$ cat config.mk
export PLATFORM = sky130hd
export DESIGN_NAME = gsp_host
export DESIGN_NICKNAME = d
export VERILOG_FILES = /design/src/logic/gsp_tick.v /design/src/logic/gsp_sync.v /design/src/logic/gsp_host.v
export VERILOG_INCLUDE_DIRS = /design/src /design/src/logic
export SDC_FILE = /design/constraint.sdc
export NUM_CORES = 1
export LEC_CHECK = 0
export BUFFER_PORTS_ARGS = -buffer_cell sky130_fd_sc_hd__clkbuf_2
export CAP_MARGIN = 10
export CELL_PAD_IN_SITES_DETAIL_PLACEMENT = 1
export CELL_PAD_IN_SITES_GLOBAL_PLACEMENT = 2
export CORE_MARGIN = 2
export CORE_UTILIZATION = 34
export DETAILED_ROUTE_END_ITERATION = 10
export PLACE_DENSITY_LB_ADDON = 0.3
export SYNTH_ARGS = -nofsm -noshare
export SYNTH_HDL_FRONTEND = slang
export SYNTH_HIERARCHICAL = 1
export SYNTH_SLANG_ARGS = --single-unit
$ cat constraint.sdc
create_clock -name i_clk -period 3.2 [get_ports i_clk]
set_input_delay 0.96 -clock i_clk [delete_from_list [all_inputs] [get_ports i_clk]]
set_output_delay 0.96 -clock i_clk [all_outputs]
set_load 0.1 [all_outputs]
$ cat src/logic/gsp_consts.vh
// Purpose: constants for the gesture sensor serial host controller
// Assumes: 10 MHz system clock
// Notes: timing counts are derived from times in ns
`ifndef GSP_CONSTS_VH
`define GSP_CONSTS_VH
`define GSP_CLK_NS 100
// two-wire bit quarter period (400 kHz bus -> 2500 ns bit, 625 ns quarter)
`define GSP_I2C_QTR_NS 625
`define GSP_I2C_QTR_CYC ((`GSP_I2C_QTR_NS + `GSP_CLK_NS - 1) / `GSP_CLK_NS)
// four-wire half period; miso crosses two sync flops, so each half must be
// three cycles long for a bit launched at the falling edge to arrive in time
`define GSP_SPI_HALF_NS 300
`define GSP_SPI_HALF_CYC ((`GSP_SPI_HALF_NS + `GSP_CLK_NS - 1) / `GSP_CLK_NS)
// target addresses (write form, read form adds one)
`define GSP_ADDR_BASE 8'h9E
`define GSP_ADDR_STRAP_ADD 8'h02
`define GSP_TOP_REG 8'hFF
`define GSP_RSV_LO 8'hB0
`define GSP_RSV_HI 8'hC0
`define GSP_CMD_READ 8'h80
`define GSP_CMD_WRITE 8'h00
`define GSP_SPI_BITS 24
`endif

$ cat src/logic/gsp_tick.v
// Purpose: divider giving a one-cycle enable pulse every DIV cycles
// Assumes: DIV at least 1
// Notes: restarts when i_clr is high
`timescale 1ns/1ps
module gsp_tick #(
    parameter DIV = 1
) (
    // clock and reset
    input wire i_clk,
    input wire i_rst_b,
    // control
    input wire i_clr,
    output reg o_tick
);
    reg [7:0] cnt_r;

    ////////////////////////////////////////////////////////////////////
    // count up, pulse on wrap
    always @(posedge i_clk or negedge i_rst_b) begin
        if (!i_rst_b) begin
            cnt_r <= 8'h00;
            o_tick <= 1'b0;
        end else if (i_clr) begin
            cnt_r <= 8'h00;
            o_tick <= 1'b0;
        end else if (cnt_r == DIV[7:0] - 8'h01) begin
            cnt_r <= 8'h00;
            o_tick <= 1'b1;
        end else begin
            cnt_r <= cnt_r + 8'h01;
            o_tick <= 1'b0;
        end
    end
endmodule // gsp_tick

$ cat src/logic/gsp_sync.v
// Purpose: two flip-flop synchroniser for pin inputs
// Assumes: RST_VAL is the idle level of the pin
// Notes: first stage feeds only the second
`timescale 1ns/1ps
module gsp_sync #(
    parameter RST_VAL = 1'b1
) (
    // clock and reset
    input wire i_clk,
    input wire i_rst_b,
    // pin
    input wire i_d,
    output reg o_q
);
    reg meta_r;

    ////////////////////////////////////////////////////////////////////
    // two stages
    always @(posedge i_clk or negedge i_rst_b) begin
        if (!i_rst_b) begin
            meta_r <= RST_VAL;
            o_q <= RST_VAL;
        end else begin
            meta_r <= i_d;
            o_q <= meta_r;
        end
    end
endmodule // gsp_sync

$ cat src/logic/gsp_host.v
// Purpose: host controller for the gesture sensor serial register port
// Assumes: 10 MHz clock; i_mode_2w chooses the bus; one command at a time
// Notes: two-wire pointed reads issue start, address, pointer, repeated start,
//        read, one byte per i_len; four-wire transfers use 24-bit frames, and read bursts add 8 bits per i_len
// How it works
// - write frame: address with direction 0, then the pointer byte
// - write frame ends with a stop after the last data byte, or after the pointer when i_len is zero
// - pointed read: write address, pointer, repeated start, read address
// - reserved register range flagged to the user on two-wire read
// - ack every read byte but the last; last gets nack then stop
// - read data sampled on the rising serial clock edge
// - four-wire frame framed by select low, data for rising capture
// - serial clock idles low, mode zero only
// - frame is address byte, command byte, data byte, 24 bits
// - select raised between operations; clock held low while raised
`timescale 1ns/1ps
`include "gsp_consts.vh"
module gsp_host (
    // clock and reset
    input wire i_clk,
    input wire i_rst_b,
    // user command
    input wire i_start,
    input wire i_mode_2w,
    input wire i_strap,
    input wire i_rd,
    input wire i_use_ptr,
    input wire [7:0] i_reg,
    input wire [7:0] i_len,
    input wire [7:0] i_wdata,
    output reg o_wreq,
    output reg [7:0] o_rdata,
    output reg o_rvalid,
    output reg o_rsv,
    output reg o_busy,
    output reg o_done,
    output reg o_nack,
    // two-wire pins
    input wire i_scl,
    output reg o_scl_oe,
    input wire i_sda,
    output reg o_sda_oe,
    // four-wire pins
    output reg o_cs_b,
    output reg o_sclk,
    output reg o_mosi,
    input wire i_miso
);
    localparam ST_IDLE = 4'd0;
    localparam ST_START = 4'd1;
    localparam ST_BIT = 4'd2;
    localparam ST_ACK = 4'd3;
    localparam ST_STOP = 4'd4;
    localparam ST_RSTART = 4'd5;
    localparam ST_SBIT = 4'd6;
    localparam ST_SEND = 4'd7;
    localparam ST_DONE = 4'd8;
    // byte roles on the two-wire bus
    localparam B_AW = 3'd0;
    localparam B_PTR = 3'd1;
    localparam B_WD = 3'd2;
    localparam B_AR = 3'd3;
    localparam B_RD = 3'd4;

    reg rst_m_r, rst_r;
    wire sda_s, scl_s, miso_s;
    wire tick2, tick4;
    reg [3:0] st_r;
    reg [2:0] role_r;
    reg [1:0] ph_r;
    reg [4:0] bit_r;
    reg [7:0] sh_r;
    reg [23:0] ssh_r;
    reg [7:0] left_r;
    reg [7:0] cur_r;
    reg rd_r, ptr_r;
    reg [7:0] reg_r;

    // address byte for the chosen strap, direction in bit 0
    function [7:0] taddr;
        input strap;
        input rd;
        begin
            taddr = `GSP_ADDR_BASE + (strap ? `GSP_ADDR_STRAP_ADD : 8'h00)
                + {7'h00, rd};
        end
    endfunction

    function rsv_reg;
        input [7:0] r;
        begin
            rsv_reg = (r >= `GSP_RSV_LO) && (r <= `GSP_RSV_HI);
        end
    endfunction

    ////////////////////////////////////////////////////////////////////
    // reset release and pin synchronisers
    always @(posedge i_clk or negedge i_rst_b) begin
        if (!i_rst_b) begin
            rst_m_r <= 1'b0;
            rst_r <= 1'b0;
        end else begin
            rst_m_r <= 1'b1;
            rst_r <= rst_m_r;
        end
    end

    gsp_sync #(.RST_VAL(1'b1)) u_sda (
        .i_clk(i_clk), .i_rst_b(rst_r), .i_d(i_sda), .o_q(sda_s));
    gsp_sync #(.RST_VAL(1'b1)) u_scl (
        .i_clk(i_clk), .i_rst_b(rst_r), .i_d(i_scl), .o_q(scl_s));
    gsp_sync #(.RST_VAL(1'b0)) u_miso (
        .i_clk(i_clk), .i_rst_b(rst_r), .i_d(i_miso), .o_q(miso_s));

    // quarter-bit enable for two-wire, half-period enable for four-wire
    gsp_tick #(.DIV(`GSP_I2C_QTR_CYC)) u_t2 (
        .i_clk(i_clk), .i_rst_b(rst_r), .i_clr(st_r == ST_IDLE), .o_tick(tick2));
    gsp_tick #(.DIV(`GSP_SPI_HALF_CYC)) u_t4 (
        .i_clk(i_clk), .i_rst_b(rst_r), .i_clr(st_r == ST_IDLE), .o_tick(tick4));

    ////////////////////////////////////////////////////////////////////
    // main sequencer; scl stretching is honoured by waiting for scl high
    always @(posedge i_clk or negedge rst_r) begin
        if (!rst_r) begin
            st_r <= ST_IDLE;
            role_r <= B_AW;
            ph_r <= 2'd0;
            bit_r <= 5'd0;
            sh_r <= 8'h00;
            ssh_r <= 24'h00_0000;
            left_r <= 8'h00;
            cur_r <= 8'h00;
            rd_r <= 1'b0;
            ptr_r <= 1'b0;
            reg_r <= 8'h00;
            o_wreq <= 1'b0;
            o_rdata <= 8'h00;
            o_rvalid <= 1'b0;
            o_rsv <= 1'b0;
            o_busy <= 1'b0;
            o_done <= 1'b0;
            o_nack <= 1'b0;
            o_scl_oe <= 1'b0;
            o_sda_oe <= 1'b0;
            o_cs_b <= 1'b1;
            o_sclk <= 1'b0;
            o_mosi <= 1'b0;
        end else begin
            o_wreq <= 1'b0;
            o_rvalid <= 1'b0;
            o_done <= 1'b0;
            case (st_r)
                ST_IDLE: begin
                    o_cs_b <= 1'b1;
                    o_sclk <= 1'b0;
                    if (i_start) begin
                        o_busy <= 1'b1;
                        o_nack <= 1'b0;
                        rd_r <= i_rd;
                        ptr_r <= i_use_ptr;
                        reg_r <= i_reg;
                        cur_r <= i_reg;
                        left_r <= i_len;
                        ph_r <= 2'd0;
                        if (i_mode_2w) begin
                            st_r <= ST_START;
                            // plain read skips the pointer write
                            role_r <= (i_rd && !i_use_ptr) ? B_AR : B_AW;
                            cur_r <= (i_rd && !i_use_ptr) ? 8'h00 : i_reg;
                        end else begin
                            st_r <= ST_SBIT;
                            o_cs_b <= 1'b0;
                            o_mosi <= i_reg[7];
                            bit_r <= 5'd0;
                            ssh_r <= {i_reg, i_rd ? `GSP_CMD_READ : `GSP_CMD_WRITE,
                                      i_wdata};
                            o_wreq <= ~i_rd;
                        end
                    end
                end
                ST_START, ST_RSTART: if (tick2) begin
                    // release sda, then scl, then pull sda low with scl high, then scl low
                    ph_r <= ph_r + 2'd1;
                    if (ph_r == 2'd0) begin
                        o_sda_oe <= 1'b0;
                    end else if (ph_r == 2'd1) begin
                        o_scl_oe <= 1'b0;
                    end else if (ph_r == 2'd2) begin
                        if (scl_s) begin
                            o_sda_oe <= 1'b1;
                        end else begin
                            ph_r <= 2'd2;
                        end
                    end else begin
                        o_scl_oe <= 1'b1;
                        st_r <= ST_BIT;
                        bit_r <= 5'd0;
                        sh_r <= (role_r == B_AR) ? taddr(i_strap, 1'b1)
                                                 : taddr(i_strap, 1'b0);
                    end
                end
                ST_BIT, ST_ACK: if (tick2) begin
                    // quarter 0 set sda, 1 release scl, 2 sample, 3 pull scl
                    ph_r <= ph_r + 2'd1;
                    if (ph_r == 2'd0) begin
                        if (st_r == ST_ACK) begin
                            // ack each read byte but the last
                            o_sda_oe <= (role_r == B_RD) && (left_r != 8'h01);
                        end else if (role_r == B_RD) begin
                            o_sda_oe <= 1'b0;
                        end else begin
                            o_sda_oe <= ~sh_r[7];
                        end
                    end else if (ph_r == 2'd1) begin
                        o_scl_oe <= 1'b0;
                    end else if (ph_r == 2'd2) begin
                        if (!scl_s) begin
                            ph_r <= 2'd2;
                        end else if (st_r == ST_BIT) begin
                            sh_r <= {sh_r[6:0], sda_s};
                        end else if (role_r != B_RD && sda_s) begin
                            o_nack <= 1'b1;
                        end
                    end else begin
                        o_scl_oe <= 1'b1;
                        if (st_r == ST_BIT) begin
                            bit_r <= bit_r + 5'd1;
                            if (bit_r == 5'd7) begin
                                st_r <= ST_ACK;
                            end
                        end else begin
                            bit_r <= 5'd0;
                            st_r <= ST_BIT;
                            if (o_nack) begin
                                st_r <= ST_STOP;
                            end else case (role_r)
                                B_AW: begin
                                    role_r <= B_PTR;
                                    sh_r <= reg_r;
                                end
                                B_PTR: begin
                                    if (rd_r) begin
                                        role_r <= B_AR;
                                        st_r <= ST_RSTART;
                                    end else if (left_r == 8'h00) begin
                                        st_r <= ST_STOP;
                                    end else begin
                                        role_r <= B_WD;
                                        sh_r <= i_wdata;
                                        o_wreq <= 1'b1;
                                    end
                                end
                                B_WD: begin
                                    left_r <= left_r - 8'h01;
                                    cur_r <= cur_r + 8'h01;
                                    if (left_r == 8'h01) begin
                                        st_r <= ST_STOP;
                                    end else begin
                                        sh_r <= i_wdata;
                                        o_wreq <= 1'b1;
                                    end
                                end
                                B_AR: begin
                                    role_r <= B_RD;
                                    if (left_r == 8'h00) begin
                                        st_r <= ST_STOP;
                                    end
                                end
                                B_RD: begin
                                    o_rdata <= sh_r;
                                    o_rvalid <= 1'b1;
                                    o_rsv <= rsv_reg(cur_r);
                                    // pointer saturates at the top register
                                    if (cur_r != `GSP_TOP_REG) begin
                                        cur_r <= cur_r + 8'h01;
                                    end
                                    left_r <= left_r - 8'h01;
                                    if (left_r == 8'h01) begin
                                        st_r <= ST_STOP;
                                    end
                                end
                                default: st_r <= ST_STOP;
                            endcase
                        end
                    end
                end
                ST_STOP: if (tick2) begin
                    // sda low, scl high, then sda high
                    ph_r <= ph_r + 2'd1;
                    if (ph_r == 2'd0) begin
                        o_sda_oe <= 1'b1;
                    end else if (ph_r == 2'd1) begin
                        o_scl_oe <= 1'b0;
                    end else if (ph_r == 2'd2) begin
                        if (!scl_s) begin
                            ph_r <= 2'd2;
                        end
                    end else begin
                        o_sda_oe <= 1'b0;
                        st_r <= ST_DONE;
                    end
                end
                ST_SBIT: if (tick4) begin
                    // low half then rising edge; data changes while clock low
                    if (!o_sclk) begin
                        o_sclk <= 1'b1;
                        if (!o_cs_b) begin
                            ssh_r <= {ssh_r[22:0], miso_s};
                        end
                    end else begin
                        o_sclk <= 1'b0;
                        o_mosi <= ssh_r[23];
                        bit_r <= bit_r + 5'd1;
                        if (bit_r == 5'd`GSP_SPI_BITS - 5'd1) begin
                            bit_r <= 5'd0;
                            if (rd_r && left_r != 8'h00) begin
                                st_r <= ST_SEND;
                            end else begin
                                st_r <= ST_DONE;
                            end
                            // the data slot of a read frame carries the first byte
                            if (rd_r) begin
                                o_rdata <= ssh_r[7:0];
                                o_rvalid <= 1'b1;
                            end
                        end
                    end
                end
                ST_SEND: if (tick4) begin
                    // extra read bytes of the burst, eight clocks each
                    o_sclk <= ~o_sclk;
                    if (!o_sclk) begin
                        ssh_r <= {ssh_r[22:0], miso_s};
                    end else if (bit_r == 5'd7) begin
                        bit_r <= 5'd0;
                        left_r <= left_r - 8'h01;
                        o_rdata <= ssh_r[7:0];
                        o_rvalid <= 1'b1;
                        if (left_r == 8'h01) begin
                            st_r <= ST_DONE;
                        end
                    end else begin
                        bit_r <= bit_r + 5'd1;
                    end
                end
                ST_DONE: begin
                    o_cs_b <= 1'b1;
                    o_sclk <= 1'b0;
                    o_busy <= 1'b0;
                    o_done <= 1'b1;
                    st_r <= ST_IDLE;
                end
                default: st_r <= ST_IDLE;
            endcase
        end
    end
endmodule // gsp_host

**Word level (Yosys, flattened, before mapping)**

Index checks and enable logic that the tools add are counted.

- Add/sub/neg operators: 8
- $mul: 0
- Div/mod/pow operators: 0
- $lt $le $gt $ge: 2
- Equality and inequality tests: 79
- Shift operators: 0
- Mux-type cells: 217
- Bitwise operators: 8
- Reductions and logical operators: 46

Operator list:

| kind | number |
|---|---|
| two-way mux 8 bit | 56 |
| two-way mux 24 bit | 7 |
| two-way mux 4 bit | 23 |
| two-way mux 5 bit | 17 |
| one-hot mux 24 bit (3 select lines) | 1 |
| one-hot mux 8 bit (3 select lines) | 3 |
| two-way mux 1 bit | 68 |
| inequality test 2 bit, second input constant | 30 |
| one-hot mux 8 bit (2 select lines) | 3 |
| two-way mux 3 bit | 15 |
| inequality test 3 bit, second input constant | 11 |
| adder 8 x 1 -> 8 bit, second input constant | 4 |
| AND reduction 15 bit | 2 |
| one-hot mux 5 bit (5 select lines) | 1 |
| one-hot mux 4 bit (6 select lines) | 1 |
| AND reduction 21 bit | 1 |
| AND reduction 10 bit | 2 |
| equality test 4 x 3 -> 1 bit, second input constant | 4 |
| two-way mux 2 bit | 8 |
| inequality test 2 x 1 -> 1 bit, second input constant | 8 |
| inequality test 4 bit, second input constant | 4 |
| AND reduction 16 bit | 1 |
| AND reduction 8 bit | 2 |
| nonzero test 3 bit | 5 |
| 50 further kinds | 83 |

- Flip-flop bits (word level): 116
- Bits in latches: 0
- RAM bits: 0
- Memory bits (read-only): 0
- Input bits: 34
- Output and inout port bits: 19
- Memories kept: 0

**Longest topological paths before layout**

Gate-level depths: netlist of run 1.

- Word-level depth: 11
- Mapped depth: 9
- Gate-level depth less buffers: 7

**Cells and area by module**

Netlist of run 1, hierarchy kept.

Modules (own cells, without submodules):

| module | times used | cells each | area an instance (um^2) |
|---|---|---|---|
| gsp_host | 1 | 634 | 5512.8 |
| gsp_tick at u_t2 | 1 | 40 | 427.9 |
| gsp_tick at u_t4 | 1 | 40 | 415.4 |
| gsp_sync at u_scl ... | 2 | 2 | 52.6 |
| gsp_sync at u_miso | 1 | 2 | 50.0 |

**Worst setup path after synthesis of run 1**

Ideal clock, no wire load.

- Path kind: register to register
- Start: reg o_sclk
- End: reg left_r[3]
- Data arrival time: 2333 ps
- Data required time: 3071 ps
- Path slack: 738 ps
- Cell stages (with the launch flop): 8
- Buffers on the path: 2
- Period minus slack after synthesis: 2462 ps
- Path through: dfrtp_1 -> clkbuf_1 -> and3_1 -> o21bai_1 -> a2111o_1 -> buf_2 -> o21ai_0 -> o21ai_0

- Longest elaborated chain between the ends: 2

RTL lines:

| what | line | text |
|---|---|---|
| start: declaration | gsp_host.v:45 | `output reg o_sclk,` |
| start signal: assignment | gsp_host.v:331 | `o_sclk <= ~o_sclk;` |
| inequality test 2 bit (no line) | - |  |
| AND reduction 12 bit (no line) | - |  |
| end signal: assignment | gsp_host.v:163 | `left_r <= i_len;` |
| end signal: assignment | gsp_host.v:254 | `left_r <= left_r - 8'h01;` |
| end signal: assignment | gsp_host.v:277 | `left_r <= left_r - 8'h01;` |
| end: declaration | gsp_host.v:74 | `reg [7:0] left_r;` |

Every way passes these cells.
A chain may end at the register's enable or synchronous reset.

**Final worst setup path of run 1**

- Start: reg ph_r[0]
- End: reg st_r[2]

- Longest elaborated chain between the ends: 3
- Elaborated cells on any way between the ends: 13

RTL lines:

| what | line | text |
|---|---|---|
| start: declaration | gsp_host.v:70 | `reg [1:0] ph_r;` |
| start signal: assignment | gsp_host.v:183 | `ph_r <= ph_r + 2'd1;` |
| start signal: assignment | gsp_host.v:204 | `ph_r <= ph_r + 2'd1;` |
| start signal: assignment | gsp_host.v:289 | `ph_r <= ph_r + 2'd1;` |
| equality test 2 bit (tied with other cells) | gsp_host.v:188, gsp_host.v:216, gsp_host.v:294 |  |
| inequality test 2 bit (no line) | - |  |
| AND reduction 21 bit (no line) (*) | - |  |
| end signal: assignment | gsp_host.v:196 | `st_r <= ST_BIT;` |
| end signal: assignment | gsp_host.v:229 | `st_r <= ST_ACK;` |
| end signal: assignment | gsp_host.v:300 | `st_r <= ST_DONE;` |
| end: declaration | gsp_host.v:68 | `reg [3:0] st_r;` |

Every way passes the cells marked *; elsewhere a longest branch is shown, timed or not.

==> results of run 1 <==
## per-stage QoR
step | setup slack, ns | area (um^2)
finish | 0.5458 | 7607
global route | 0.4642 | 7607
CTS | 0.5540 | 7607
detailed placement | 0.5804 | 7002
global placement | 0.5873 | 7002
floorplan | 0.7377 | 6513
## worst min-delay path by stage
| stage | slack [ns] | to | startpoint |
|---|---|---|---|
| 4_1_cts | 0.28 | rst_r | i_rst_b |
| 5_1_grt | 0.29 | rst_r | i_rst_b |
| 2_1_floorplan | 0.33 | rst_r | rst_m_r |
| 6_report | 0.30 | rst_r | i_rst_b |
| 3_3_place_gp | 0.34 | u_miso/o_q | u_miso/meta_r |
| 3_5_place_dp | 0.34 | u_miso/o_q | u_miso/meta_r |
## kinds of logic after synthesis
| logic type | after synthesis | synth area share (%) |
|---|---|---|
| AND/OR/NAND/NOR | 256 | 20.48 |
| AO/OA/AOI/OAI | 211 | 20.22 |
| flip-flops | 116 | 44.68 |
| buffers and inverters | 84 | 5.784 |
| multiplexers | 28 | 4.689 |
| adder cells (fa/ha/maj) | 15 | 2.882 |
| XOR/XNOR | 9 | 1.211 |
| other | 1 | 0.05759 |
## layer usage
metal,GRT usage [%],up-vias,routed length [um]
met5,0,-,0
met4,5.732,0,272
met3,5.047,30,658
met2,32.49,81,9346
met1,27.49,2869,9328
li1,-,2677,-
## flip-flops by register name (all words and copies together) (netlist names), 8 cells and up
| signal | count |
|---|---|
| ssh_r | 24 |
| cur_r | 8 |
| left_r | 8 |
| o_rdata | 8 |
| reg_r | 8 |
| sh_r | 8 |
| u_t2/cnt_r | 8 |
| u_t4/cnt_r | 8 |
## power breakdown
| group | internal, mW | leakage [nW] | switching (mW) |
|---|---|---|---|
| Combinational | 1.30 | 1.61 | 2.46 |
| Sequential | 1.97 | 1.43 | 0.595 |
| Clock | 1.24 | 0.293 | 0.760 |
| Total | 4.50 | 3.33 | 3.82 |
## cell usage after synthesis, drive strengths merged, types with 7 or more instances
library cell	number
o21ai	60
nor3	19
mux2i	8
buf	23
clkbuf	17
nand3	29
nor4	7
and3	12
dfrtp	111
a31oi	22
nor2b	8
nor2	67
or3	14
mux2	20
nand2b	13
ha	15
a21oi	70
nand2	61
inv	44
## final cells by class
| cell class | instances | area [um^2] |
|---|---|---|
| timing repair buffer | 69 | 400.4 |
| tap | 234 | 292.8 |
| sequential | 116 | 2913 |
| multi-input combinational | 520 | 3231 |
| clock buffer | 19 | 432.9 |
| clock inverter | 13 | 172.7 |
| inverter | 44 | 165.2 |
| fill | 2193 | 11160 |
==> run_results.csv, run 1 <==
group,metric,value,unit
status,status,"completed",
clock_network,post_cts_setup_repair_buffer_count,0,
timing,finClkSkew,0.009319,ns
floorplan,floorplan.initialDensity,34.69,%
logic_synthesis,synth.ff_latch_count,116,
detailed_routing,drtPass1Iterations,5,
detailed_routing,post_drt_via_cell_ratio,5.573,
critical_path,critical_path.top_delay_family,"simple AND/OR/NAND/NOR gates",
clock_network,cts_hold_buf,0,
detailed_routing,ant_nets,0,
clock_network,clk_latency,0.43,ns
logic_synthesis,postSynthCellCount,720,
timing,max_freq,376.8,MHz
floorplan,die_height,142.4,um
detailed_routing,vias,5657,
power,power.density,1094,nW/um^2
timing,layout_min_cycle_time,2.654,ns
timing,min_period_over_period,82.95,%
floorplan,die_area,20270,um^2
detailed_routing,route.detailed.wl_per_inst,19.32,um
timing,setup-tns-final,0,ns
layout,flow.area_growth_from_synthesis,16.83,%
logic_synthesis,netlist.top_cell.by_area,"dfrtp_1",
critical_path,crit_type,"flop to flop",
critical_path,ff2ff_setup_slack,0.55,ns
floorplan,die_width,142.4,um
timing,final_setup_violating_endpoints,0,
logic_synthesis,synth_top_area_share,42.66,%
layout,layout_common_cells,"dfrtp_1, nor2_1, a21oi_1, nand2_1, o21ai_0",
worst_hold_path,hp-class,"primary input to async pin",
grt,maximum_number_of_pins_on_one_net_before_global_route_repair,62,
logic_synthesis,synth_nets,769,
grt,grt_antenna_before_repair,0,
detailed_routing,drc_errors,0,
critical_path,rr_startpoint,"ph_r[0]",
layout,layout.nets,817,
place,gp_congestion,0.8715,
critical_path,rr_endpoint,"st_r[2]",
grt,gr-usage-all-layers,20.33,%
place,dp_hpwl,14240,um
grt,grt_remaining_overflow,0,
floorplan,placement_rows,50,
logic_synthesis,seq_area_frac_synth,44.68,%
timing,grt_setup_unrepaired,"no",
layout,layout.core_utilization,40.53,%
logic_synthesis,synth.cell_area,6511,um^2
clock_network,clock_tree.buffer_depth,2,
clock_network,htreeDepth,4,
critical_path,worst_ep_required_time,3.51,ns
clock_network,clock_tree_from_tritoncts,"yes",
timing,finalMaxSlewViolations,0,
floorplan,top_level_ports,53,
power,report.power.total,8.323,mW
critical_path,critical_path_depth,7,
logic_synthesis,synth_async_sr_flop_share,100.0,%
clock_network,clock_tree.root_cell,"clkbuf_16",
clock_network,cts.clk_slew.worst_paths,0.06,ns
place,dpl.cell_count,983,
clock_network,ctsResizeCount,0,
grt,grt_pass1_wl,31730,um
timing,fin_worst_hold_slack,0.2986,ns
detailed_routing,routed_wl,19610,um
floorplan,core-area,18770,um^2
critical_path,worst-path-max-fanout,10,
clock_network,tritoncts_num_sinks,116,
timing,tightestPinTransition,1.062,ns
critical_path,worst-path-buf-inv,1,
critical_path,worstPathCellList,"inv_1 > ha_1 > or3_1 > o221a_1 > a211o_1 > nor3_4 > mux2_2",
logic_synthesis,synth_edf_count,0,
timing,hold_viol,0,
critical_path,crit_slowest_cell,"or3_1",
critical_path,critPathCapture,"st_r[2]",
layout,final_common_cell,"dfrtp_1",
critical_path,worst_setup_path_start,"ph_r[0]",
logic_synthesis,ys_warn_count,6,
logic_synthesis,netlist-cell-type-count,77,
logic_synthesis,avgSynthCellArea,9.043,um^2
job,maxCapViolations,0,
detailed_routing,drt_iter0_drc,293,
place,port_buffers,52,
logic_synthesis,synthTopCellsByArea,"dfrtp_1, a21oi_1, o21ai_0, nor2_1, nand2_1",
critical_path,end_kind,"flop",
logic_synthesis,synth-main-ff-cell,"dfrtp_1",
critical_path,worstRegToRegCells,7,
layout,insertedDiodeCount,0,
power,p_leak,3.332,nW
layout,finalNonFillerCells,1015,
critical_path,critical_path.max_stage_delay,0.47,ns
critical_path,cp.arrival,2.97,ns
power,peakVddDrop,0.0003910,V
critical_path,setup_crit_start_kind,"flop",
layout,layout-drive-gt1-share,18.95,%
grt,first_global_vias,5823,
clock_network,numCtsBuffers,17,
timing,slew_headroom,28.72,%
No activity file was read; power rests on OpenSTA's default activity.
==> inputs of run 2 (changes only) <==
Settings changed: CORE_UTILIZATION 34 to 38.
Clock period 3.2 ns to 2.5 ns, I/O delays scaled along.
==> run 2 against run 1 <==
Combinational power is 40% higher. Critical path depth stayed put. Non-clock buffer count is 26 higher. Setup slack worse by 0.46 ns. Total power is 33% higher. Sequential share of layout area is 1.1 points lower. First-iteration DRC count is 43% higher. Largest cell class unchanged.
==> run_results.csv, run 2 (synthesis results as in run 1) <==
group,metric,value,unit
clock_network,clock_tree_from_tritoncts,"yes",
clock_network,clock_tree.root_cell,"clkbuf_16",
detailed_routing,drt_iter0_drc,418,
clock_network,numCtsBuffers,17,
layout,finalNonFillerCells,1027,
clock_network,clk_latency,0.42,ns
layout,layout_common_cells,"dfrtp_1, nor2_1, a21oi_1, nand2_1, o21ai_0",
critical_path,critical_path.top_delay_family,"simple AND/OR/NAND/NOR gates",
layout,filler_cell_count,1960,
layout,final_common_cell,"dfrtp_1",
detailed_routing,vias,5812,
critical_path,worst-path-max-fanout,5,
timing,slew_headroom,35.21,%
place,dp_hpwl,14600,um
floorplan,core-area,16640,um^2
floorplan,floorplan.initialDensity,39.12,%
place,port_buffers,52,
layout,regMostFlops,"ssh_r",
critical_path,rr_startpoint,"ph_r[0]",
grt,grt_antenna_before_repair,0,
critical_path,cp.arrival,2.70,ns
grt,grt.met3_usage,5.105,%
clock_network,htreeDepth,4,
detailed_routing,drtPass1Iterations,5,
grt,gr-usage-all-layers,22.95,%
layout,layout.nets,843,
clock_network,tritoncts_num_sinks,116,
critical_path,crit_slowest_cell,"or3_1",
timing,layout_min_cycle_time,2.412,ns
floorplan,top_level_ports,53,
detailed_routing,route.detailed.wl_per_inst,19.43,um
detailed_routing,post_drt_via_cell_ratio,5.659,
floorplan,die_area,18200,um^2
timing,final_setup_violating_endpoints,0,
timing,setup-tns-final,0,ns
power,peakVddDrop,0.0006806,V
timing,finalMaxSlewViolations,0,
timing,min_period_over_period,96.48,%
critical_path,worst_setup_path_start,"ph_r[0]",
critical_path,crit_type,"flop to flop",
grt,grt_pass1_wl,32770,um
critical_path,setup_crit_start_kind,"flop",
layout,number_of_flip_flops_in_the_largest_register,24,
detailed_routing,drc_errors,0,
place,dpl.cell_count,995,
timing,tightestPinTransition,0.9650,ns
job,maxCapViolations,0,
grt,grt_remaining_overflow,0,
layout,sequential_cell_area,2914,um^2
floorplan,placement_rows,47,
timing,finClkSkew,0.01338,ns
layout,layout-drive-gt1-share,22.43,%
worst_hold_path,hp-class,"primary input to async pin",
grt,maximum_number_of_pins_on_one_net_before_global_route_repair,52,
critical_path,worst_ep_required_time,2.79,ns
critical_path,critical_path.max_stage_delay,0.44,ns
critical_path,end_kind,"flop",
power,power.density,1414,nW/um^2
grt,first_global_vias,5986,
timing,hold_viol,0,
floorplan,die_width,134.9,um
detailed_routing,routed_wl,19950,um
layout,fin_area,7839,um^2
clock_network,cts.clk_slew.worst_paths,0.06,ns
critical_path,worstPathCellList,"inv_1 > ha_1 > or3_1 > o221a_1 > a211o_1 > nor3_4 > mux2_2",
layout,flow.area_growth_from_synthesis,20.39,%
grt,gr-usage-met2,37.03,%
timing,max_freq,414.6,MHz
layout,insertedDiodeCount,0,
detailed_routing,ant_nets,0,
power,p_leak,3.469,nW
layout,area_of_combinational_cells_with_multiple_inputs,3259,um^2
status,status,"completed",
grt,grt_use_met1,31.80,%
critical_path,worst-path-buf-inv,1,
power,report.power.total,11.09,mW
place,placed_area,7179,um^2
grt,global_route.peak_usage_layer,"met2",
floorplan,die_height,134.9,um
clock_network,clock_tree.buffer_depth,2,
place,gp_congestion,0.8971,
timing,grt_setup_unrepaired,"yes",
[run 2: changes by cell type in the layout (fill, tap and decap cells not counted), sizes merged]
cell and change:
clkbuf -1, buf +26, inv +3, clkinv -2
[run 2: worst paths after layout]
check / end / slack [ns] / depth (start not counted)
min in group i_clk: u_miso/o_q / 0.36 / 0
max in group asynchronous: st_r[2] / 1.33 / 1
worst min register to register: u_miso/o_q / 0.36 / 0
worst max register to register: st_r[2] / 0.09 / 7
worst min-delay path: rst_r / 0.1 / 1
worst max-delay path: st_r[2] / 0.09 / 7
[run 2: through the flow]
step	hold slack, ns	setup slack, ns	util (%)
2_1_floorplan	0.3311	0.03766	-
3_3_place_gp	0.3393	0.1249	43.14
3_5_place_dp	0.3372	0.04690	43.14
4_1_cts	0.08770	0.01342	46.92
5_1_grt	0.08178	-0.02928	47.10
6_report	0.09811	0.08804	47.10
[run 2: where the power goes]
group	switching [mW]	internal, mW
sequential	0.677	2.52
clock	0.977	1.63
combinational	3.40	1.88
[run 2: worst reg2reg max path: stages, from the launching register on]
cell and delay [ns]:
dfrtp_1 0.41, inv_1 0.11, ha_1 0.21, or3_1 0.44, o221a_1 0.29, a211o_1 0.27, nor3_4 0.20, mux2_2 0.37
[run 2: metal layers]
layer  vias to the layer above  share of wire, %
met5                         -                 0
met4                         0               1.0
met3                        18               4.7
met2                       132                48
met1                      2927                46
li1                       2735                 -
[run 2: layout make-up]
| type | instances | share of cell area [%] |
|---|---|---|
| sequential | 116 | 37.17 |
| timing repair buffer | 95 | 7.598 |
| multi-input combinational | 520 | 41.58 |
| clock buffer | 18 | 5.603 |
| inverter | 44 | 2.107 |
| tap | 220 | 3.512 |
| clock inverter | 14 | 2.426 |
[run 2: timing repair]
item | CTS | global route
buffers inserted | 0 | 0
hold buffers | 0 | 0
endpoints found under the setup margin | 0 | 26
gates resized for setup | 0 | 8
